**src/eci_pkg.sv**
```systemverilog
package eci_pkg;

	// register byte offsets
	localparam logic [7:0] OFS_CTRL    = 8'h00;
	localparam logic [7:0] OFS_INIT_BLOCK_ADDRESS_LO = 8'h04;
	localparam logic [7:0] OFS_INIT_BLOCK_ADDRESS_HI = 8'h08;
	localparam logic [7:0] OFS_MASK    = 8'h0C;
	localparam logic [7:0] OFS_FEAT    = 8'h10;
	localparam logic [7:0] OFS_SHD_LO  = 8'h40;
	localparam logic [7:0] OFS_SHD_HI  = 8'h44;

	localparam int unsigned DATA_W = 16;
	localparam int unsigned ADDR_W = 8;

	// control register fields
	localparam int unsigned CTL_INIT   = 0;
	localparam int unsigned CTL_RUN    = 1;
	localparam int unsigned CTL_HALT   = 2;
	localparam int unsigned CTL_TX_ON  = 4;
	localparam int unsigned CTL_RX_ON  = 5;
	localparam int unsigned CTL_IRQ_EN = 6;
	localparam int unsigned CTL_SUMM   = 7;

	// sticky status bits, same positions as their mask bits
	localparam int unsigned STAT_N = 6;
	localparam int unsigned STAT_POS [STAT_N] = '{8, 9, 10, 11, 12, 14};

	// mask register: writable bits, deferral and backoff fields
	localparam logic [15:0] MASK_WR_BITS  = 16'h5F18;
	localparam int unsigned MASK_DEFER2   = 4;
	localparam int unsigned MASK_BACKOFF  = 3;
	localparam logic [15:0] MASK_RST      = 16'h0000;

	// feature register fields
	localparam int unsigned FEAT_PAD   = 11;
	localparam int unsigned FEAT_STRIP = 10;

	// padding arithmetic, in bytes
	localparam logic [10:0] MIN_FRAME_BYTES = 11'h040;
	localparam logic [10:0] FCS_BYTES       = 11'h004;

	localparam int unsigned INIT_BLOCK_ADDRESS_LO_W = 16;
	localparam int unsigned INIT_BLOCK_ADDRESS_HI_W = 8;

	typedef enum logic [1:0] {
		ST_HALT  = 2'h0,
		ST_FETCH = 2'h1,
		ST_RUN   = 2'h3,
		ST_READY = 2'h2
	} eci_run_t;

	typedef struct packed {
		logic                wr;
		logic                rd;
		logic [ADDR_W-1:0]   addr;
		logic [DATA_W-1:0]   wdata;
	} eci_bus_req_t;

	typedef struct packed {
		logic babble;
		logic missed;
		logic mem_err;
		logic rx_done;
		logic tx_done;
	} eci_evt_t;

	typedef struct packed {
		logic q;
	} eci_sticky_t;

	typedef struct packed {
		eci_run_t            run_state;
		logic                halt;
		logic                run_command;
		logic                init;
		logic                irq_enable;
		logic                summary_irq_flag;
		logic                irq;
		logic [15:0]         mask;
		logic                tx_auto_pad_enable;
		logic                rx_auto_strip_enable;
		logic [DATA_W-1:0]   rdata;
		logic                fcs_append;
		logic [5:0]          pad_bytes;
	} eci_core_t;

endpackage

```
**src/eci_ctrl_regs.sv**
```systemverilog
// The implementer's own choices: the register offsets and the address-and-strobe port.
`timescale 1ns/1ps
// Summary of operation
// - run command enables traffic, clears halt
// - init plus run: fetch first, then run
// - run set by one, cleared by halt
// - init launches init block fetch, clears halt
// - init bit stays set after fetch
// - init set by one, cleared by halt
// - low address write also updates shadow
// - address regs only reachable while halted
// - high address in low byte, top zero
// - high address write also updates shadow
// - babble, missed, memory masks block summary
// - rx, tx, init-done masks block summary
// - masks reset clear, kept through halt
// - reserved mask bits read as zero
// - mask bit 4 disables two-part deferral
// - mask bit 3 selects modified backoff
// - auto-pad pads frames to 64 bytes
// - auto-pad forces fcs append over pad
// - auto-strip removes pad and fcs
// - pad and strip enables clear on reset
// - halt stops all, wins, set by reset
// - summary flag drives irq when enabled
module eci_ctrl_regs
	import eci_pkg::*;
(
	// clock and reset
	input  wire logic          CLK_I,
	input  wire logic          RST_N_I,
	// register port
	input  wire eci_bus_req_t  REG_REQ_I,
	output logic [DATA_W-1:0]  REG_RDATA_O,
	// engine events
	input  wire eci_evt_t      EVT_I,
	// init block fetch
	output logic               INIT_FETCH_REQ_O,
	output logic [23:0]        INIT_FETCH_ADDR_O,
	input  wire logic          INIT_FETCH_DONE_I,
	// operating state
	output logic               HALTED_O,
	output logic               TX_ON_O,
	output logic               RX_ON_O,
	output logic               IRQ_O,
	// transmitter controls
	output logic               DEFER2_DISABLE_O,
	output logic               MOD_BACKOFF_O,
	output logic               TX_AUTO_PAD_O,
	input  wire logic          TX_FCS_DISABLE_I,
	input  wire logic [10:0]   TX_FRAME_LEN_I,
	output logic               TX_FCS_APPEND_O,
	output logic [5:0]         TX_PAD_BYTES_O,
	// receiver controls
	output logic               RX_AUTO_STRIP_O
);

	eci_core_t              core_reg;
	eci_core_t              core_next;

	logic                   ctrl_wr;
	logic                   halt_wr;
	logic                   lo_wr;
	logic                   hi_wr;
	logic                   fetch_done;
	logic [STAT_N-1:0]      stat_set;
	logic [STAT_N-1:0]      stat_q;
	logic [15:0]            status_vec;
	logic [INIT_BLOCK_ADDRESS_LO_W-1:0]   init_block_address_lo;
	logic [INIT_BLOCK_ADDRESS_LO_W-1:0]   shd_lo;
	logic [INIT_BLOCK_ADDRESS_HI_W-1:0]   init_block_address_hi;
	logic [INIT_BLOCK_ADDRESS_HI_W-1:0]   shd_hi;
	logic [10:0]            body_min;
	logic [10:0]            pad_full;

	// bus decode
	assign ctrl_wr = REG_REQ_I.wr && (REG_REQ_I.addr == OFS_CTRL);
	assign halt_wr = ctrl_wr && REG_REQ_I.wdata[CTL_HALT];

	// address registers only take writes while halted
	assign lo_wr = REG_REQ_I.wr && core_reg.halt
		&& (REG_REQ_I.addr == OFS_INIT_BLOCK_ADDRESS_LO);
	assign hi_wr = REG_REQ_I.wr && core_reg.halt
		&& (REG_REQ_I.addr == OFS_INIT_BLOCK_ADDRESS_HI);

	assign fetch_done = INIT_FETCH_DONE_I
		&& (core_reg.run_state == ST_FETCH);

	// status event vector, index order follows STAT_POS
	assign stat_set = {EVT_I.babble,
		EVT_I.missed,
		EVT_I.mem_err,
		EVT_I.rx_done,
		EVT_I.tx_done,
		fetch_done};

	// sticky status bits, write one to clear
	genvar gi;
	generate
		for (gi = 0; gi < STAT_N; gi++) begin : g_stat
			eci_sticky_bit u_stat (
				.clk_i   (CLK_I),
				.rst_n_i (RST_N_I),
				.set_i   (stat_set[gi]),
				.clr_i   (ctrl_wr
					&& REG_REQ_I.wdata[STAT_POS[gi]]),
				.halt_i  (halt_wr),
				.q_o     (stat_q[gi])
			);
		end
	endgenerate

	always_comb begin
		status_vec = '0;
		for (int i = 0; i < STAT_N; i++) begin
			status_vec[STAT_POS[i]] = stat_q[i];
		end
	end

	// low address: bit 0 kept as written, software keeps it zero
	eci_shadow_reg #(
		.W (INIT_BLOCK_ADDRESS_LO_W)
	) u_init_block_address_lo (
		.clk_i    (CLK_I),
		.wr_i     (lo_wr),
		.wdata_i  (REG_REQ_I.wdata),
		.q_o      (init_block_address_lo),
		.shadow_o (shd_lo)
	);

	// high address: only the low byte is stored
	eci_shadow_reg #(
		.W (INIT_BLOCK_ADDRESS_HI_W)
	) u_init_block_address_hi (
		.clk_i    (CLK_I),
		.wr_i     (hi_wr),
		.wdata_i  (REG_REQ_I.wdata[INIT_BLOCK_ADDRESS_HI_W-1:0]),
		.q_o      (init_block_address_hi),
		.shadow_o (shd_hi)
	);

	// padding: body bytes needed before fcs to reach minimum frame
	assign body_min = MIN_FRAME_BYTES - FCS_BYTES;
	assign pad_full = body_min - TX_FRAME_LEN_I;

	always_comb begin
		core_next       = core_reg;
		core_next.rdata = '0;

		// fetch completion first, so a same-cycle write can override
		// init bit is deliberately left untouched here
		if (fetch_done) begin
			if (core_reg.run_command) begin
				core_next.run_state = ST_RUN;
			end else begin
				core_next.run_state = ST_READY;
			end
		end

		if (ctrl_wr) begin
			if (halt_wr) begin
				// halt overrides run and init in the same write
				core_next.halt        = 1'b1;
				core_next.run_command = 1'b0;
				core_next.init        = 1'b0;
				core_next.irq_enable  = 1'b0;
				core_next.run_state   = ST_HALT;
			end else begin
				core_next.irq_enable =
					REG_REQ_I.wdata[CTL_IRQ_EN];
				// zero writes to run and init are ignored
				if (REG_REQ_I.wdata[CTL_RUN]) begin
					core_next.run_command = 1'b1;
					core_next.halt        = 1'b0;
				end
				if (REG_REQ_I.wdata[CTL_INIT]) begin
					core_next.init      = 1'b1;
					core_next.halt      = 1'b0;
					core_next.run_state = ST_FETCH;
				end else if (REG_REQ_I.wdata[CTL_RUN]
					&& (core_next.run_state == ST_HALT
					|| core_next.run_state == ST_READY)) begin
					core_next.run_state = ST_RUN;
				end
			end
		end

		// masks and feature bits are untouched by halt
		if (REG_REQ_I.wr && REG_REQ_I.addr == OFS_MASK) begin
			core_next.mask =
				REG_REQ_I.wdata & MASK_WR_BITS;
		end
		if (REG_REQ_I.wr && REG_REQ_I.addr == OFS_FEAT) begin
			core_next.tx_auto_pad_enable =
				REG_REQ_I.wdata[FEAT_PAD];
			core_next.rx_auto_strip_enable =
				REG_REQ_I.wdata[FEAT_STRIP];
		end

		// summary flag from unmasked causes; statuses empty on halt
		core_next.summary_irq_flag =
			|(status_vec & ~core_reg.mask);
		core_next.irq = core_next.summary_irq_flag
			&& core_next.irq_enable;

		// auto-pad forces the fcs and ignores the per-frame disable
		core_next.fcs_append = core_reg.tx_auto_pad_enable
			|| !TX_FCS_DISABLE_I;
		if (core_reg.tx_auto_pad_enable
			&& TX_FRAME_LEN_I < body_min) begin
			core_next.pad_bytes = pad_full[5:0];
		end else begin
			core_next.pad_bytes = '0;
		end

		// read mux, data stand in the following cycle only
		if (REG_REQ_I.rd) begin
			unique case (REG_REQ_I.addr)
				OFS_CTRL: begin
					core_next.rdata = status_vec;
					core_next.rdata[CTL_SUMM] =
						core_reg.summary_irq_flag;
					core_next.rdata[CTL_IRQ_EN] =
						core_reg.irq_enable;
					core_next.rdata[CTL_RX_ON] =
						(core_reg.run_state == ST_RUN);
					core_next.rdata[CTL_TX_ON] =
						(core_reg.run_state == ST_RUN);
					core_next.rdata[CTL_HALT] = core_reg.halt;
					core_next.rdata[CTL_RUN] =
						core_reg.run_command;
					core_next.rdata[CTL_INIT] = core_reg.init;
				end
				OFS_INIT_BLOCK_ADDRESS_LO: begin
					if (core_reg.halt) begin
						core_next.rdata = init_block_address_lo;
					end
				end
				OFS_INIT_BLOCK_ADDRESS_HI: begin
					// upper byte always reads zero
					if (core_reg.halt) begin
						core_next.rdata[INIT_BLOCK_ADDRESS_HI_W-1:0] =
							init_block_address_hi;
					end
				end
				OFS_MASK: begin
					// reserved bits are never stored, so read zero
					core_next.rdata = core_reg.mask;
				end
				OFS_FEAT: begin
					core_next.rdata[FEAT_PAD] =
						core_reg.tx_auto_pad_enable;
					core_next.rdata[FEAT_STRIP] =
						core_reg.rx_auto_strip_enable;
				end
				OFS_SHD_LO: begin
					core_next.rdata = shd_lo;
				end
				OFS_SHD_HI: begin
					core_next.rdata[INIT_BLOCK_ADDRESS_HI_W-1:0] = shd_hi;
				end
				default: begin
					core_next.rdata = '0;
				end
			endcase
		end
	end

	// reset: halted, all enables and masks cleared
	always_ff @(posedge CLK_I or negedge RST_N_I) begin
		if (!RST_N_I) begin
			core_reg                      <= '0;
			core_reg.run_state            <= ST_HALT;
			core_reg.halt                 <= 1'b1;
			core_reg.run_command          <= 1'b0;
			core_reg.init                 <= 1'b0;
			core_reg.mask                 <= MASK_RST;
			core_reg.tx_auto_pad_enable   <= 1'b0;
			core_reg.rx_auto_strip_enable <= 1'b0;
		end else begin
			core_reg <= core_next;
		end
	end

	// fetch address comes from the shadows, not the live copies
	assign INIT_FETCH_REQ_O  = (core_reg.run_state == ST_FETCH);
	assign INIT_FETCH_ADDR_O = {shd_hi, shd_lo};

	// init bit is left set once the fetch completes
	assign HALTED_O = core_reg.halt;
	assign TX_ON_O  = (core_reg.run_state == ST_RUN);
	assign RX_ON_O  = (core_reg.run_state == ST_RUN);
	assign IRQ_O    = core_reg.irq;

	assign DEFER2_DISABLE_O = core_reg.mask[MASK_DEFER2];
	assign MOD_BACKOFF_O    = core_reg.mask[MASK_BACKOFF];
	assign TX_AUTO_PAD_O    = core_reg.tx_auto_pad_enable;
	assign TX_FCS_APPEND_O  = core_reg.fcs_append;
	assign TX_PAD_BYTES_O   = core_reg.pad_bytes;
	assign RX_AUTO_STRIP_O  = core_reg.rx_auto_strip_enable;
	assign REG_RDATA_O      = core_reg.rdata;

endmodule

```
**src/eci_sticky_bit.sv**
```systemverilog
`timescale 1ns/1ps
module eci_sticky_bit
	import eci_pkg::*;
(
	// clock and reset
	input  wire logic clk_i,
	input  wire logic rst_n_i,
	// controls
	input  wire logic set_i,
	input  wire logic clr_i,
	input  wire logic halt_i,
	// state
	output logic      q_o
);

	eci_sticky_t st_reg;
	eci_sticky_t st_next;

	// an event in the clearing cycle survives; halt always empties it
	always_comb begin
		st_next = st_reg;
		if (halt_i) begin
			st_next.q = 1'b0;
		end else if (set_i) begin
			st_next.q = 1'b1;
		end else if (clr_i) begin
			st_next.q = 1'b0;
		end
	end

	always_ff @(posedge clk_i or negedge rst_n_i) begin
		if (!rst_n_i) begin
			st_reg <= '0;
		end else begin
			st_reg <= st_next;
		end
	end

	assign q_o = st_reg.q;

endmodule

```
**src/eci_shadow_reg.sv**
```systemverilog
`timescale 1ns/1ps
module eci_shadow_reg
	import eci_pkg::*;
#(
	parameter int unsigned W = 16
) (
	// clock
	input  wire logic         clk_i,
	// write side
	input  wire logic         wr_i,
	input  wire logic [W-1:0] wdata_i,
	// contents
	output logic [W-1:0]      q_o,
	output logic [W-1:0]      shadow_o
);

	typedef struct packed {
		logic [W-1:0] live;
		logic [W-1:0] shadow;
	} eci_shadow_t;

	eci_shadow_t st_reg;
	eci_shadow_t st_next;

	always_comb begin
		st_next = st_reg;
		if (wr_i) begin
			st_next.live   = wdata_i;
			st_next.shadow = wdata_i;
		end
	end

	// no reset: contents must survive a hardware reset
	always_ff @(posedge clk_i) begin
		st_reg <= st_next;
	end

	assign q_o      = st_reg.live;
	assign shadow_o = st_reg.shadow;

endmodule

```
**config.mk**
```make
export PLATFORM = sky130hd
export DESIGN_NAME = eci_ctrl_regs
export DESIGN_NICKNAME = d
export VERILOG_FILES = /design/src/eci_pkg.sv /design/src/eci_ctrl_regs.sv /design/src/eci_sticky_bit.sv /design/src/eci_shadow_reg.sv
export SDC_FILE = /design/constraint.sdc
export NUM_CORES = 1
export LEC_CHECK = 0
export ABC_AREA = 1
export BUFFER_PORTS_ARGS = -buffer_cell sky130_fd_sc_hd__buf_2
export CORE_ASPECT_RATIO = 0.7
export CORE_MARGIN = 3
export CORE_UTILIZATION = 55
export CTS_CLUSTER_SIZE = 12
export DETAILED_ROUTE_END_ITERATION = 6
export PLACE_DENSITY = 0.84
export SLEW_MARGIN = 25
export SYNTH_ARGS = -nofsm -noshare
export SYNTH_HDL_FRONTEND = slang
export SYNTH_SLANG_ARGS = --single-unit
```
**constraint.sdc**
```tcl
create_clock -name CLK_I -period 4.2 [get_ports CLK_I]
set_clock_uncertainty 0.15 [all_clocks]
set_input_delay 0 -clock CLK_I [delete_from_list [all_inputs] [get_ports CLK_I]]
set_output_delay 0 -clock CLK_I [all_outputs]
set_load 0.05 [all_outputs]
```
==> impl_results.md, run 1 <==
- RSZ-0062 raised after global routing: no
- Final net count: ~560
- Setup TNS: 0 ns
- R2r endpoint: TX_PAD_BYTES_O[1]
- Fillers: between 400 and 500
- Clk buf depth: 2
- Hold Path End: core_reg[43]
- Syn_nets: ~430
- First-pass GRT wire length: 14740 um
- Most common cell after layout, fill and taps aside: buf_2
- Root buffer cell: clkbuf_8
- VDD IR max: 239.6 uV
- Psw: approximately 0.34 mW
- Tot GR Track Use: 0.2712
- Layer with the highest usage: met2
- Crit path kind: input pin to register
- Final Setup Violations: 0
- Clock Latency Late Sink: roughly 0.36 ns
- Grt ovf: 0
- R2r setup slk: around 1.6 ns
- Placer Congestion: ~0.86
- Core area: roughly 5900 um^2
- Slew Viols, Final: 0
- # IOs: 102
- R2R depth: 6
- Cell Pwr Density: 312.1 nW/um^2
- Internal Pwr Total: around 1.1 mW
- Syn. warnings: 0
- Commonest cells after routing, fill and taps aside: buf_2 (100), nand2_1 (93), inv_1 (47), dlygate4sd3_1 (47), dfrtp_1 (46)
- Clk pwr share: 0.381
- Layout Cells excl Fill: about 600
- Fin crit share: 0.6732
- GRT met2 Usage: 0.4250
- Mean Syn Cell Area: a little under 9 um^2
- DP Cell Count: between 500 and 600
- Avg Vias per Cell: 5.189
- Yosys cell types: 29
- Slew Limit Headroom: 0.5033
- Met3 usage: 0.08755
- R2R Path Start: TX_AUTO_PAD_O
- Switching share of power: 0.2428
- Crit path required time: between 4 and 5 ns
- Part of the power in registers: 0.527
- Startpoint class of the critical path: input pin
- Chip width: ~100 um
- Post-route cell area: roughly 4500 um^2
- Worst slew pin tran: 0.7423 ns
- LEAKAGE: between 2 and 2.5 nW
- Initial antenna violation count: 0
- Grt met1 use: 0.3583
- Comb pwr share: 0.092
- # Post-CTS Setup Buffers: 0
- Fin. Hold Viols: 0
- Post-route ant nets: 0
- Crit-path max FO: 5
- Die Y: just over 70 um
- Placed Area: approximately 3800 um^2
- Worst setup EP type: register
- Hold Path Depth: 6
- Post-route DRC: 0
- Outcome: complete, no violations
- Critical path arrival: roughly 3 ns
- CTS HTree Levels: 3
- Synth-to-Final Area Change: 31.30%
- Layout cells sized above 1: 0.2586
- Row cnt: 23
- Die footprint: approximately 7200 um^2
- Number of buffers created by CTS: 9
- CTS tree: done
- Final Critical Period: about 2.8 ns
- Max frequency: 0.3537 GHz
- CTS sink cnt: 71
- Synth Cell Area: between 3000 and 4000 um^2
- Synth Register Bits: ~70
- Wirelength per Cell: around 15 um
- Hold Crit Class: input pin to register
- HP Start: REG_REQ_I[17]
- Vias in the first global route: about 3000
- Total wire length: ~9000 um
- Diodes inserted: 0
- Largest net degree at the start of global routing: 48
- 1st-iter DRT viols: about 240
- Buffers on Ports: about 100
- DR vias: a little over 3000
- Clock transition at path regs: roughly 0.07 ns
- Sequential share of the synthesized area: 0.5567
- Initial core utilization: 0.5808
- TritonRoute pass-1 iters: 5
- Syn Inst Count: between 300 and 400
- Max-cap violations: 0
- Hpwl dp: 5971 um
how the worst max path moves through the flow:
stage                                   from                                   to
after floorplan                     HALTED_O  u_init_block_address_hi.shadow_o[0]
after global placement         REG_REQ_I[21]                         core_reg[39]
after detailed placement       REG_REQ_I[21]                         core_reg[34]
after CTS                 TX_FRAME_LEN_I[10]                    TX_PAD_BYTES_O[1]
after global routing      TX_FRAME_LEN_I[10]                    TX_PAD_BYTES_O[1]
final                     TX_FRAME_LEN_I[10]                    TX_PAD_BYTES_O[1]
layer usage:
layer / share of wire / vias up
met3: 0.085 / 25
li1: - / 1479
met2: 0.48 / 141
met4: 0.027 / 0
met1: 0.41 / 1453
met5: 0 / -
power groups by stage:
stage	clock (mW)	sequential (mW)	combinational, mW
after floorplan	0	0.756	0.0385
after global placement	0	0.749	0.0935
after detailed placement	0	0.749	0.0967
after CTS	0.537	0.735	0.126
after global routing	0.575	0.737	0.142
final	0.533	0.736	0.128
metrics by stage:
stage | power (mW) | util | setup slack (ns) | hold slack (ns)
2_1_floorplan | 0.7950 | - | 1.576 | -0.4456
3_3_place_gp | 0.8422 | 0.6496 | 2.329 | 0.01909
3_5_place_dp | 0.8460 | 0.6496 | 2.236 | 0.02818
4_1_cts | 1.398 | 0.7621 | 1.631 | 0.003241
5_1_grt | 1.454 | 0.7626 | 1.278 | 0.02048
6_report | 1.397 | 0.7626 | 1.372 | 0.008061
Yosys cell counts, drive strengths merged:
cell type	number	area share
o31ai	1	0.0022
nand3b	2	0.0044
nor2	55	0.079
nand4	7	0.013
ha	1	0.0037
nor4	2	0.0037
clkbuf	1	0.0011
nand2	97	0.11
or2	1	0.0018
inv	48	0.053
xnor2	2	0.0051
o22ai	3	0.0055
a21oi	19	0.028
buf	28	0.061
edfxtp	24	0.21
nor3	3	0.0044
dfrtp	46	0.34
dfstp	1	0.0077
nand3	15	0.022
o21ai	29	0.043
area by class of cell:
class / count / area [um^2] / area share
Inverter: 48 / 180.2 / 0.04025
Timing Repair Buffer: 150 / 993.5 / 0.2219
Clock inverter: 5 / 58.81 / 0.01314
Clock buffer: 11 / 131.4 / 0.02935
Multi-Input combinational cell: 237 / 1121 / 0.2504
Sequential cell: 71 / 1898 / 0.4240
Tap cell: 75 / 93.84 / 0.02096
kinds of logic (layout without fill, tap and decap cells):
family / count (synthesis) / in the layout / synth area share
AOI/OAI and AO/OA: 52 / 52 / 0.07817
xor gates and xnor gates: 2 / 2 / 0.005139
adders and majority gates: 1 / 1 / 0.003669
buffers and inverters: 77 / 214 / 0.1145
DFF: 71 / 71 / 0.5567
and+or+nand+nor: 182 / 182 / 0.2418
repair_timing:
action	4_1_cts	5_1_grt
hold endpoints to repair	104	0
hold buffers	47	0
setup endpoints to repair	0	0
gates resized for setup	0	0
worst max-delay path, stage by stage:
cell           delay [ns]
dlygate4sd3_1        0.56
buf_2                0.13
nor2_1               0.15
dlygate4sd3_1        0.58
nand3_1              0.19
dlygate4sd3_1        0.69
nor2_1               0.12
dlygate4sd3_1        0.56
(Power assumes the default switching activity.)
==> run 2: changes to the inputs <==
- CORE_UTILIZATION: 55 -> 46
- PLACE_DENSITY: 0.84 -> 0.75
- clock period: 4.2 -> 2.6 ns (I/O delays scaled with it)
==> run 2 against run 1 <==
Compared with the run above:
- non-clock buffer count down 2
- combinational power up 62%
- hold slack better by 0.028 ns
- critical path depth down 1
- routed wire length up 1.2%
- clock power up 60%
- largest cell class unchanged
- largest power group unchanged
==> impl_results.md, run 2 (synthesis gave the netlist of run 1 again) <==
- Max-cap violations: 0 (unchanged)
- Hold Crit Class: input pin to register
- Die footprint: 8497 um^2 (+18%)
- Wirelength per Cell: 14.82 um (-1.6%)
- Crit-path max FO: 5 (unchanged)
- Hold_buf cts: 44 (-6.4%)
- Most common cell after layout, fill and taps aside: buf_2
- R2r endpoint: TX_PAD_BYTES_O[1]
- Placer Congestion: 0.8788 (+2.0%)
- First-pass GRT wire length: 14390 um (-2.4%)
- # Post-CTS Setup Buffers: 0 (unchanged)
- Crit path from: TX_FRAME_LEN_I[10]
- Buffers on Ports: 101 (unchanged)
- Fillers: 559 (+35%)
- Critical path arrival: 2.35 ns (-0.62 ns)
- CTS tree: done
- Max frequency: about 0.44 GHz
- Slew Viols, Final: 0 (unchanged)
- Post-route DRC: 0 (unchanged)
- Row cnt: 25 (+8.7%)
- Worst setup EP type: register
- Total wire length: 9101 um (+1.2%)
- Power Total: 2.251 mW (+61%)
- Setup TNS: 0 ns (unchanged)
- Die Y: 78.03 um (+8.6%)
- R2R depth: 5 (-1)
- PnR worst setup slack: 0.3517 ns (-1.021 ns)
- TritonRoute pass-1 iters: 5 (unchanged)
- Fin. Hold Viols: 0 (unchanged)
- Post-route ant nets: 0 (unchanged)
- Worst slew pin tran: 0.6070 ns (-0.1353 ns)
- Avg Vias per Cell: 4.966 (-4.3%)
- Crit path required time: 2.70 ns (-1.65 ns)
- End point of the critical path: TX_PAD_BYTES_O[1]
- Clock transition at path regs: 0.07 ns (about the same)
- Tot GR Track Use: 0.2215 (-0.04968)
- Root buffer cell: clkbuf_8
- Startpoint class of the critical path: input pin
- Core area: 6975 um^2 (+19%)
- DR vias: 3049 (-1.6%)
- Placed Area: 3854 um^2 (+1.0%)
- Vias in the first global route: 2977 (-1.4%)
- Commonest cells after routing, fill and taps aside: buf_2 (100), nand2_1 (93), inv_1 (47)
- Synth-to-Final Area Change: 31.71%
- Fin crit share: 0.8647
- RSZ-0062 raised after global routing: no
- Slew Limit Headroom: 0.5953 (+0.09202)
- CTS sink cnt: 71 (unchanged)
- Place WS: 0.7739 ns (-1.462 ns)
- # IOs: 102 (unchanged)
- Post-route cell area: 4491 um^2 (+0.31%)
- CTS HTree Levels: 3 (unchanged)
- Initial core utilization: 0.4888 (-0.09199)
- Initial antenna violation count: 0 (unchanged)
- R2R Path Start: TX_AUTO_PAD_O
- Final net count: 562 (-0.35%)
- Clk buf depth: 2 (unchanged)
- Diodes inserted: 0 (unchanged)
- Layout cells sized above 1: 0.2635 (+0.004841)
- Final Util: 0.6438 (-0.1188)
- Number of buffers created by CTS: 9 (unchanged)
- Clock Latency Late Sink: 0.34 ns (-0.02 ns)
- Final Critical Period: 2.248 ns
- Outcome: complete, no violations
- Chip width: 108.9 um (+8.8%)
- Crit path kind: input pin to register
- Post-CTS sizing: 0 (unchanged)
- LEAKAGE: 2.302 nW (-0.30%)
- Grt ovf: 0 (unchanged)
- 1st-iter DRT viols: 136 (-44%)
- R2r setup slk: 0.61 ns (-1.00 ns)
- Hpwl dp: 6215 um (+4.1%)
- Final Setup Violations: 0 (unchanged)
- VDD IR max: 351.9 uV (+47%)
- Cell Pwr Density: 501.2 nW/um^2 (+61%)
- Largest net degree at the start of global routing: 48 (unchanged)
-- run 2: worst min path at each step --
stage,start,to,slack [ns],cells past startpoint
2_1_floorplan,RST_N_I,DEFER2_DISABLE_O,-0.45,0
3_3_place_gp,TX_FCS_DISABLE_I,TX_FCS_APPEND_O,0.01,2
3_5_place_dp,RST_N_I,TX_PAD_BYTES_O[0],-0.1,1
4_1_cts,REG_REQ_I[23],REG_RDATA_O[10],0.01,8
5_1_grt,REG_REQ_I[22],REG_RDATA_O[3],0.05,6
6_report,REG_REQ_I[22],core_reg[43],0.04,6
-- run 2: report_power, final --
group	total, mW	internal, mW	switching [mW]
clock	0.855	0.456	0.399
combinational	0.207	0.0900	0.117
sequential	1.19	1.17	0.0162
-- run 2: metrics by stage --
step                      std cells  hold WS (ns)
after global routing            614       0.05089
final                           614       0.03589
after floorplan                 385       -0.4456
after CTS                       614      0.009682
after detailed placement        554      -0.09830
after global placement          554       0.01264
-- run 2: final cells by class --
type | count | area (um^2) | area share
timing repair buffer | 148 | 970.9 | 0.2162
multi-input combinational | 237 | 1127 | 0.2510
tap | 94 | 117.6 | 0.02619
inverter | 48 | 180.2 | 0.04012
clock inverter | 2 | 12.51 | 0.002786
sequential | 71 | 1898 | 0.4227
clock buffer | 14 | 183.9 | 0.04096
-- run 2: routing by layer --
metal	wire, um	share of wire	GRT usage	vias to the layer above
li1	-	-	-	1473
met5	0	0	0	-
met4	155	0.017	0.08575	0
met2	4362	0.48	0.3585	130
met1	3935	0.43	0.2902	1430
met3	648	0.071	0.05012	16
-- run 2: worst max-delay path, cell delays in order --
cell	delay (ns)
dlygate4sd3_1	0.53
buf_2	0.12
nor2_1	0.14
dlygate4sd3_1	0.60
nand3_1	0.20
dlygate4sd3_1	0.65
nor2_1	0.12
